<file path="src/smac_pkg.sv">
// Purpose: Shared constants for the monitor-select and channel A configuration block
// Assumes: 20 MHz core clock, 4.5 MHz reference rate made as an enable pulse
// Notes:   Frame is 13 bytes shifted LSB first; bytes 4 to 8 are decoded here
//
// Behaviour
// - Byte 4 bits 0-6 select signals shown on monitor pins A and B.
// - Bits 6..2 route enable, rotation, pulse, presence, gate of each channel.
// - Bit 1 routes checksum / combined wait; bit 0 routes chopping / first wait.
// - Several selected signals on one pin are ORed together.
// - Monitored enable is high while channel outputs conduct.
// - Monitored rotation is high for reverse, low for forward.
// - Presence flag is high for the latch cycle when pulse count is nonzero.
// - Gate flag is high while output pulses are being generated.
// - Combined wait flag covers first wait plus magnetize wait.
// - First wait flag is high only during the first wait interval.
// - Checksum status high for a good frame, low after a checksum error.
// - Byte 4 bit 7 one gives normal mode, zero gives power save.
// - Byte 5 holds enable bit 7, rotation bit 6, current bits 0-4; bit 5 ignored.
// - Enable zero floats outputs but step counter still advances.
// - Rotation zero steps forward, one steps reverse.
// - Current codes 11-31 give 50-250 mV in 10 mV; 0-10 clamp to 50 mV.
// - Byte 6 times four gives pulses per frame sync period, up to 1020.
// - Pulses are generated from the falling edge of the combined wait flag.
// - Byte 7 is the low half, byte 8 the high half of the pulse cycle.
// - A checksum failure inhibits stepping and holds checksum monitor low.

package smac_pkg;

	// ***********************************************************
	// Frame layout
	// ***********************************************************
	localparam int unsigned FRAME_BYTES  = 13;
	localparam int unsigned FRAME_BITS   = FRAME_BYTES * 8;
	localparam int unsigned BYTE_MONSEL  = 3;
	localparam int unsigned BYTE_CHA_CFG = 4;
	localparam int unsigned BYTE_CHA_CNT = 5;
	localparam int unsigned BYTE_CYC_LO  = 6;
	localparam int unsigned BYTE_CYC_HI  = 7;

	// ***********************************************************
	// Field positions
	// ***********************************************************
	localparam int unsigned MON_RUN_BIT  = 7;
	localparam int unsigned CFG_EN_BIT   = 7;
	localparam int unsigned CFG_REV_BIT  = 6;
	localparam int unsigned SEL_ENABLE   = 6;
	localparam int unsigned SEL_ROTATE   = 5;
	localparam int unsigned SEL_PULSE    = 4;
	localparam int unsigned SEL_PRESENT  = 3;
	localparam int unsigned SEL_GATE     = 2;
	localparam int unsigned SEL_STATUS   = 1;
	localparam int unsigned SEL_WAVE     = 0;
	localparam int unsigned PULSE_SHIFT  = 2;

	// ***********************************************************
	// Current setting
	// ***********************************************************
	localparam logic [4:0] CUR_CODE_MIN  = 5'h0b;
	localparam logic [7:0] CUR_MV_MIN    = 8'h32;
	localparam logic [7:0] CUR_MV_STEP   = 8'h0a;

	// ***********************************************************
	// Reference rate from the core clock
	// ***********************************************************
	localparam int unsigned CORE_HZ      = 20_000_000;
	localparam int unsigned REF_HZ       = 4_500_000;
	localparam int unsigned RATE_GCD     = 500_000;
	localparam logic [5:0]  ACC_STEP     = 6'(REF_HZ / RATE_GCD);
	localparam logic [5:0]  ACC_MOD      = 6'(CORE_HZ / RATE_GCD);

	// ***********************************************************
	// Values after reset
	// ***********************************************************
	localparam logic [6:0]  RST_SEL      = 7'h00;
	localparam logic        RST_RUN      = 1'b1;
	localparam logic [15:0] RST_CYCLE    = 16'h0001;
	localparam logic        RST_SUM_OK   = 1'b1;

endpackage : smac_pkg

</file>
<file path="src/smac_top.sv">
// Purpose: Serial frame intake, channel A setup, pulse generation and monitor pins
// Assumes: Serial pins are asynchronous; channel B, wait and chopping signals come
//          from logic on core_clk
// Notes:   Serial clock must run below a quarter of core_clk for clean sampling
`timescale 1ns/10ps
`default_nettype none

module smac_top (
	input  wire logic        core_clk,
	input  wire logic        rst,
	input  wire logic        ser_clk,
	input  wire logic        ser_data,
	input  wire logic        ser_latch,
	input  wire logic        first_wait_flag,
	input  wire logic        combined_wait_flag,
	input  wire logic        chop_wave,
	input  wire logic        chan_b_enable,
	input  wire logic        chan_b_reverse,
	input  wire logic        chan_b_pulse,
	input  wire logic        chan_b_present,
	input  wire logic        chan_b_gate,
	output logic             monitor_out_a,
	output logic             monitor_out_b,
	output logic             power_save_mode,
	output logic             chan_a_drive_en,
	output logic             reverse_turn,
	output logic             forward_turn,
	output logic             chan_a_step,
	output logic             pulse_gate_flag,
	output logic             pulse_present_flag,
	output logic             checksum_ok,
	output logic [4:0]       current_code_setting,
	output logic [7:0]       current_ref_mv,
	output logic             ref_tick
);

	// ***********************************************************
	// State
	// ***********************************************************
	typedef struct packed {
		logic                               sclk_s1;
		logic                               sclk_s2;
		logic                               sclk_q;
		logic                               sdat_s1;
		logic                               sdat_s2;
		logic                               lat_s1;
		logic                               lat_s2;
		logic                               lat_q;
		logic [smac_pkg::FRAME_BITS-1:0]    shift;
		logic [6:0]                         sel;
		logic                               run;
		logic                               en;
		logic                               rev;
		logic [4:0]                         cur;
		logic [7:0]                         cnt;
		logic [15:0]                        cyc;
		logic                               sum_ok;
		logic [5:0]                         acc;
		logic                               tick;
		logic                               cwait_q;
		logic [9:0]                         remain;
		logic [15:0]                        cyc_cnt;
		logic                               pulse;
		logic                               mon_a;
		logic                               mon_b;
	} smac_state_t;

	smac_state_t state_r;
	smac_state_t state_nxt;

	// ***********************************************************
	// Helpers
	// ***********************************************************
	function automatic logic [7:0] smac_byte(
		input logic [smac_pkg::FRAME_BITS-1:0] frame,
		input int unsigned                     idx
	);
		smac_byte = frame[idx*8 +: 8];
	endfunction : smac_byte

	function automatic logic smac_sum_zero(input logic [smac_pkg::FRAME_BITS-1:0] frame);
		logic [7:0] sum;
		sum = 8'h00;
		for (int unsigned i = 0; i < smac_pkg::FRAME_BYTES; i++) begin
			sum = sum + smac_byte(frame, i);
		end
		smac_sum_zero = (sum == 8'h00);
	endfunction : smac_sum_zero

	function automatic logic [4:0] smac_clamp(input logic [4:0] code);
		smac_clamp = (code < smac_pkg::CUR_CODE_MIN) ? smac_pkg::CUR_CODE_MIN : code;
	endfunction : smac_clamp

	// ***********************************************************
	// Derived terms
	// ***********************************************************
	logic        sclk_rise;
	logic        lat_fall;
	logic        cwait_fall;
	logic        frame_good;
	logic        drive_en;
	logic        present;
	logic        gate;
	logic [4:0]  cur_eff;
	logic [15:0] period;
	logic [5:0]  acc_sum;
	// Frame bytes are named here because a part-select of a function call is not legal
	logic [7:0]  byte_mon;
	logic [7:0]  byte_cfg;
	logic [7:0]  byte_cnt;
	logic [7:0]  byte_lo;
	logic [7:0]  byte_hi;

	assign byte_mon   = smac_byte(state_r.shift, smac_pkg::BYTE_MONSEL);
	assign byte_cfg   = smac_byte(state_r.shift, smac_pkg::BYTE_CHA_CFG);
	assign byte_cnt   = smac_byte(state_r.shift, smac_pkg::BYTE_CHA_CNT);
	assign byte_lo    = smac_byte(state_r.shift, smac_pkg::BYTE_CYC_LO);
	assign byte_hi    = smac_byte(state_r.shift, smac_pkg::BYTE_CYC_HI);

	assign sclk_rise  = state_r.sclk_s2 & ~state_r.sclk_q;
	assign lat_fall   = ~state_r.lat_s2 & state_r.lat_q;
	assign cwait_fall = ~combined_wait_flag & state_r.cwait_q;
	assign frame_good = smac_sum_zero(state_r.shift);
	assign drive_en   = state_r.en & state_r.run;
	assign present    = (state_r.cnt != 8'h00);
	assign gate       = (state_r.remain != 10'h000);
	assign cur_eff    = smac_clamp(state_r.cur);
	// A zero cycle value is outside the legal range; it runs as the shortest cycle
	assign period     = (state_r.cyc == 16'h0000) ? 16'h0001 : state_r.cyc;
	assign acc_sum    = state_r.acc + smac_pkg::ACC_STEP;

	// ***********************************************************
	// Next state
	// ***********************************************************
	always_comb begin
		state_nxt = state_r;

		// Two flops on every serial pin before any logic looks at it
		state_nxt.sclk_s1 = ser_clk;
		state_nxt.sclk_s2 = state_r.sclk_s1;
		state_nxt.sclk_q  = state_r.sclk_s2;
		state_nxt.sdat_s1 = ser_data;
		state_nxt.sdat_s2 = state_r.sdat_s1;
		state_nxt.lat_s1  = ser_latch;
		state_nxt.lat_s2  = state_r.lat_s1;
		state_nxt.lat_q   = state_r.lat_s2;

		// LSB first: new bits enter at the top, so after 104 shifts
		// bit zero of byte one rests at index zero
		if (sclk_rise) begin
			state_nxt.shift = {state_r.sdat_s2, state_r.shift[smac_pkg::FRAME_BITS-1:1]};
		end

		// Frame is taken on the latch falling edge; a bad frame leaves the
		// previous setup in force so the motor is not driven by corrupt data
		if (lat_fall) begin
			state_nxt.sum_ok = frame_good;
			if (frame_good) begin
				state_nxt.sel = byte_mon[6:0];
				state_nxt.run = byte_mon[smac_pkg::MON_RUN_BIT];
				state_nxt.en  = byte_cfg[smac_pkg::CFG_EN_BIT];
				state_nxt.rev = byte_cfg[smac_pkg::CFG_REV_BIT];
				state_nxt.cur = byte_cfg[4:0];
				state_nxt.cnt = byte_cnt;
				state_nxt.cyc = {byte_hi, byte_lo};
			end
		end

		// Fractional divider: 9 of every 40 core cycles carry a reference tick
		state_nxt.tick = 1'b0;
		if (acc_sum >= smac_pkg::ACC_MOD) begin
			state_nxt.acc  = acc_sum - smac_pkg::ACC_MOD;
			state_nxt.tick = 1'b1;
		end else begin
			state_nxt.acc = acc_sum;
		end

		// Pulse burst starts when both waits are over
		state_nxt.cwait_q = combined_wait_flag;
		state_nxt.pulse   = 1'b0;
		if (!state_r.sum_ok || !state_r.run) begin
			state_nxt.remain  = 10'h000;
			state_nxt.cyc_cnt = 16'h0000;
		end else if (cwait_fall) begin
			state_nxt.remain  = {state_r.cnt, 2'b00};
			state_nxt.cyc_cnt = 16'h0000;
		end else if (gate && state_r.tick) begin
			// One count per reference period; steps advance even when floating
			if (state_r.cyc_cnt + 16'h0001 >= period) begin
				state_nxt.cyc_cnt = 16'h0000;
				state_nxt.pulse   = 1'b1;
				state_nxt.remain  = state_r.remain - 10'h001;
			end else begin
				state_nxt.cyc_cnt = state_r.cyc_cnt + 16'h0001;
			end
		end

		// Monitor pins only move on a reference tick so the OR never glitches
		if (state_r.tick) begin
			state_nxt.mon_a =
				(state_r.sel[smac_pkg::SEL_ENABLE]  & drive_en)        |
				(state_r.sel[smac_pkg::SEL_ROTATE]  & state_r.rev)     |
				(state_r.sel[smac_pkg::SEL_PULSE]   & state_r.pulse)   |
				(state_r.sel[smac_pkg::SEL_PRESENT] & present)         |
				(state_r.sel[smac_pkg::SEL_GATE]    & gate)            |
				(state_r.sel[smac_pkg::SEL_STATUS]  & state_r.sum_ok)  |
				(state_r.sel[smac_pkg::SEL_WAVE]    & chop_wave);
			state_nxt.mon_b =
				(state_r.sel[smac_pkg::SEL_ENABLE]  & chan_b_enable)   |
				(state_r.sel[smac_pkg::SEL_ROTATE]  & chan_b_reverse)  |
				(state_r.sel[smac_pkg::SEL_PULSE]   & chan_b_pulse)    |
				(state_r.sel[smac_pkg::SEL_PRESENT] & chan_b_present)  |
				(state_r.sel[smac_pkg::SEL_GATE]    & chan_b_gate)     |
				(state_r.sel[smac_pkg::SEL_STATUS]  & combined_wait_flag) |
				(state_r.sel[smac_pkg::SEL_WAVE]    & first_wait_flag);
		end
	end

	// ***********************************************************
	// Registers
	// ***********************************************************
	always_ff @(posedge core_clk or posedge rst) begin
		if (rst) begin
			state_r         <= '0;
			state_r.sel     <= smac_pkg::RST_SEL;
			state_r.run     <= smac_pkg::RST_RUN;
			state_r.cyc     <= smac_pkg::RST_CYCLE;
			state_r.sum_ok  <= smac_pkg::RST_SUM_OK;
		end else begin
			state_r <= state_nxt;
		end
	end

	// ***********************************************************
	// Outputs
	// ***********************************************************
	assign monitor_out_a        = state_r.mon_a;
	assign monitor_out_b        = state_r.mon_b;
	assign power_save_mode      = ~state_r.run;
	assign chan_a_drive_en      = drive_en;
	assign reverse_turn         = state_r.rev;
	assign forward_turn         = ~state_r.rev;
	assign chan_a_step          = state_r.pulse;
	assign pulse_gate_flag      = gate;
	assign pulse_present_flag   = present;
	assign checksum_ok          = state_r.sum_ok;
	assign current_code_setting = cur_eff;
	assign current_ref_mv       = smac_pkg::CUR_MV_MIN +
		8'((cur_eff - smac_pkg::CUR_CODE_MIN) * smac_pkg::CUR_MV_STEP);
	assign ref_tick             = state_r.tick;

endmodule : smac_top

`default_nettype wire

</file>
<file path="config.mk">
export PLATFORM = sky130hd
export DESIGN_NAME = smac_top
export DESIGN_NICKNAME = d
export VERILOG_FILES = /design/src/smac_pkg.sv /design/src/smac_top.sv
export SDC_FILE = /design/constraint.sdc
export NUM_CORES = 1
export LEC_CHECK = 0
export BUFFER_PORTS_ARGS = -buffer_cell sky130_fd_sc_hd__buf_2
export CAP_MARGIN = 10
export CORE_ASPECT_RATIO = 0.5
export CORE_MARGIN = 4
export CORE_UTILIZATION = 30
export CTS_BUF_LIST = sky130_fd_sc_hd__clkbuf_2
export CTS_CLUSTER_SIZE = 8
export DETAILED_ROUTE_END_ITERATION = 7
export PLACE_DENSITY = 0.52
export SLEW_MARGIN = 20
export SYNTH_ARGS = -nofsm -noshare
export SYNTH_HDL_FRONTEND = slang
export SYNTH_SLANG_ARGS = --single-unit
</file>
<file path="constraint.sdc">
create_clock -name core_clk -period 17.3 [get_ports core_clk]
set_input_delay 3.46 -clock core_clk [delete_from_list [all_inputs] [get_ports core_clk]]
set_output_delay 3.46 -clock core_clk [all_outputs]
set_load 0.01 [all_outputs]
</file>
==> results.md <==
- DRT Wirelength: around 20 mm
- GRT overflow: 0
- Buffer count from post-CTS setup fixing: 0
- Peak supply drop: ~0.034 mV
- P_leak: roughly 0.0053 uW
- Avg Cell Area, Syn: approximately 12 um^2
- DP Wirelength: 14.94 mm
- Register area share after synthesis: 0.4517
- Post-route ant nets: 0
- Most frequent cell after synthesis: dfrtp_1
- Die ar.: 38,160 um^2
- Top cell by count, worst path: a21oi_1
- Die Span Y: ~140 um
- Worst EP required: between 10 and 15 ns
- Htree depth: 4
- Final hold violation count: 0
- Worst Clk Skew: between 0.04 and 0.05 ns
- Unrepaired setup endpoints after global routing: no
- Top cells by count, synth: 186 x dfrtp_1, 124 x mux2_2, 97 x inv_1, 70 x fa_1, 41 x ha_1
- Clk root buf: clkbuf_2
- IO Port Bufs: 35
- Ys flop type: dfrtp_1
- Dpl cell area: between 10,000 and 15,000 um^2
- Post-CTS Resized: 0
- CP Launch Type: flip-flop
- Main combinational cell family by area after synthesis: adder cells
- Max-slew violations: 0
- Cell Chain, Critical Path: a21oi_1 -> nor2_1 -> inv_1 -> ha_1 -> a21oi_1 -> nor2_1 -> a21oi_1 -> ha_1 -> inv_1 -> fa_1 -> xor2_1 -> a21oi_1 -> xnor2_1 -> xnor2_1 -> buf_2
- Crit path time final: about 7.5 ns
- FMAX: 132.8 MHz
- Mux cell area share after synthesis: 0.1401
- Detailed-route vias per instance: between 4 and 5
- Post-synthesis adder-cell area fraction: 0.1827
- Nets: 1,003
- Initial core utilization: 0.3040
- Worst slew pin tran: between 0.8 and 0.9 ns
- Via count: just over 6,000
- Chip width: 272.3 um
- I/O Pins: 37
- TritonCTS buffer count: 17
- Synth warnings: 0
- First-pass GRT wire length: 34.47 mm
- Seq cells post-synth: approximately 190
- Mapped cell area: 10,480 um^2
- PwrDens: ~81 nW/um^2
- Drt pass-1 iters: 7
- Total negative slack: 0 ns
- Row count: 48
- Delay of the slowest critical-path stage: 0.52 ns
- CTS clk-pin slew, worst paths: around 0.29 ns
- Clock buffer depth: 2
- Xor and xnor area share after synthesis: 0.04561
- Number of synthesized flops with an enable pin: 0
- Initial antenna violation count: 1
- Yosys cell types: 52
- Vias in the first global route: between 6,000 and 7,000
- Buf/Inv on CP: 3
- Overall power: ~930 uW
- Asr flop ratio synth: 1.000
- Clk sinks: 189
- GRT Total Usage: 0.1119
- Placeable Area: 34,470 um^2
- WL/cell: roughly 15 um
- CTS tree: yes
- Yosys top cell by area: dfrtp_1
- Setup violators final: 0
- Synth Area in Compound Gates: 0.07093
- Crit end category: primary output
- Worst rel slew slack: 0.4055
- Clock Latency Late Sink: about 0.77 ns
- Mapped Cells: ~850
- Synth area leaders: dfrtp_1 44%, fa_1 13%, mux2_2 13%, ha_1 4.9%, inv_1 3.5%
- Max cap viols: 0
- Final Cell Area: roughly 11,000 um^2
- Remaining routing DRC violations: 0
- Status: finished, final reports clean
- Cts-stage hold buffer count: 0
- Initial drt markers: ~320
- Hold WC Path Type: reg -> reg
- Critical path's slowest cell: dfrtp_1
- Crit path max fanout: 7
- Largest net degree at the start of global routing: 125
- Layout cell share with drive strength beyond 1: 0.2287
- CP arrival: 4.07 ns
- Crit share post-route: 0.4351
- Crit-path leading delay family: adder cells
- Area Overhead vs Synth: 8.860%
- Top cell type's share of synthesized area: 0.4442
- Routability Congestion: 0.8404
- Crit Path Class: reg -> out
- Simple-Gate Fraction of Synth Area: 0.06030
[layout make-up]
class,count,area (um^2)
repair buffers,40,212.7
multi-input cells,534,5255
inverters,97,371.6
well taps,475,594.3
clock inverters,12,137.6
diodes,1,2.502
clock buffers,20,100.1
flip-flops and latches,189,4733
fillers,3446,23070
[metal layers]
metal | share of wire | global-route usage | vias up
li1 | - | - | 2942
met1 | 0.49 | 0.1557 | 3156
met2 | 0.48 | 0.1841 | 55
met3 | 0.019 | 0.02020 | 12
met4 | 0.0096 | 0.02447 | 0
met5 | 0 | 0 | -
[through the flow]
| stage | hold WS [ns] | utilization | std cells | setup slack, ns |
|---|---|---|---|---|
| 2_1_floorplan | 0.3312 | - | 846 | 8.703 |
| 3_3_place_gp | 0.3317 | 0.3239 | 1335 | 10.92 |
| 3_5_place_dp | 0.3347 | 0.3239 | 1335 | 10.74 |
| 4_1_cts | 0.3917 | 0.3308 | 1367 | 9.748 |
| 5_1_grt | 0.4023 | 0.3309 | 1368 | 9.413 |
| 6_report | 0.3886 | 0.3309 | 1368 | 9.772 |
[worst reg2reg max path: stages, from the launching register on]
cell and delay [ns]:
dfrtp_1 0.47, fa_1 0.54, inv_1 0.06, fa_1 0.50, fa_1 0.52, fa_1 0.55
inv_1 0.06, fa_1 0.53, ha_1 0.18, inv_1 0.06, fa_1 0.48, nor4b_1 0.26
nand2_1 0.16, nor4b_4 0.22, buf_4 0.51, mux2_2 0.43
[power by group]
part / internal (uW) / switching (uW)
clock: 70.4 / 159
combinational: 104 / 115
sequential: 461 / 18.5
total: 635 / 292
[layout by cell type, fill, tap and decap left out, types with 6 or more instances in the layout]
master,synthesis,routed
nor2_1,23,23
nand2_1,35,35
a21oi_1,31,31
buf_2,0,35
nand4_1,6,6
nor3_1,6,6
a21o_1,9,9
ha_1,41,41
o21ai_0,27,27
nand3_1,15,15
a31oi_1,11,11
mux2i_1,6,6
nor4_1,6,6
dfrtp_1,186,186
nand2b_1,9,9
xor2_1,17,17
inv_1,97,96
fa_1,70,70
xnor2_1,35,35
and3_1,11,11
clkbuf_2,0,20
mux2_2,124,124
[flip-flops by register name (all words and copies together), names as in the netlist, 5 cells and up]
name	flops
byte_mon	8
state_r	138
byte_cnt	8
byte_cfg	8
byte_lo	8
state_nxt	5
byte_hi	8
[worst paths after layout]
kind | slack [ns] | cells past startpoint | to | from
setup / recovery | 9.77 | 15 | current_ref_mv[7] | state_r[65]$_DFFE_PP0P_
hold / removal | 0.39 | 0 | state_r[184]$_DFF_PP0_ | state_nxt[184]$_DFF_PP0_
setup reg to reg | 11.68 | 15 | state_r[57]$_DFFE_PP0P_ | state_r[79]$_DFFE_PP0P_
max in group asynchronous | 13.08 | 3 | state_r[144]$_DFFE_PP0P_ | rst
hold reg to reg | 0.39 | 0 | state_r[184]$_DFF_PP0_ | state_nxt[184]$_DFF_PP0_
min in group asynchronous | 2.78 | 2 | state_r[48]$_DFFE_PP0P_ | rst
[cell families after synthesis]
kind of cell	count (synthesis)
other	1
flip-flops	189
adder cells (fa/ha/maj)	111
AO/OA/AOI/OAI	113
AND/OR/NAND/NOR	124
XOR/XNOR	53
buffers and inverters	123
multiplexers	131
Power figures use the tool's default switching activity.
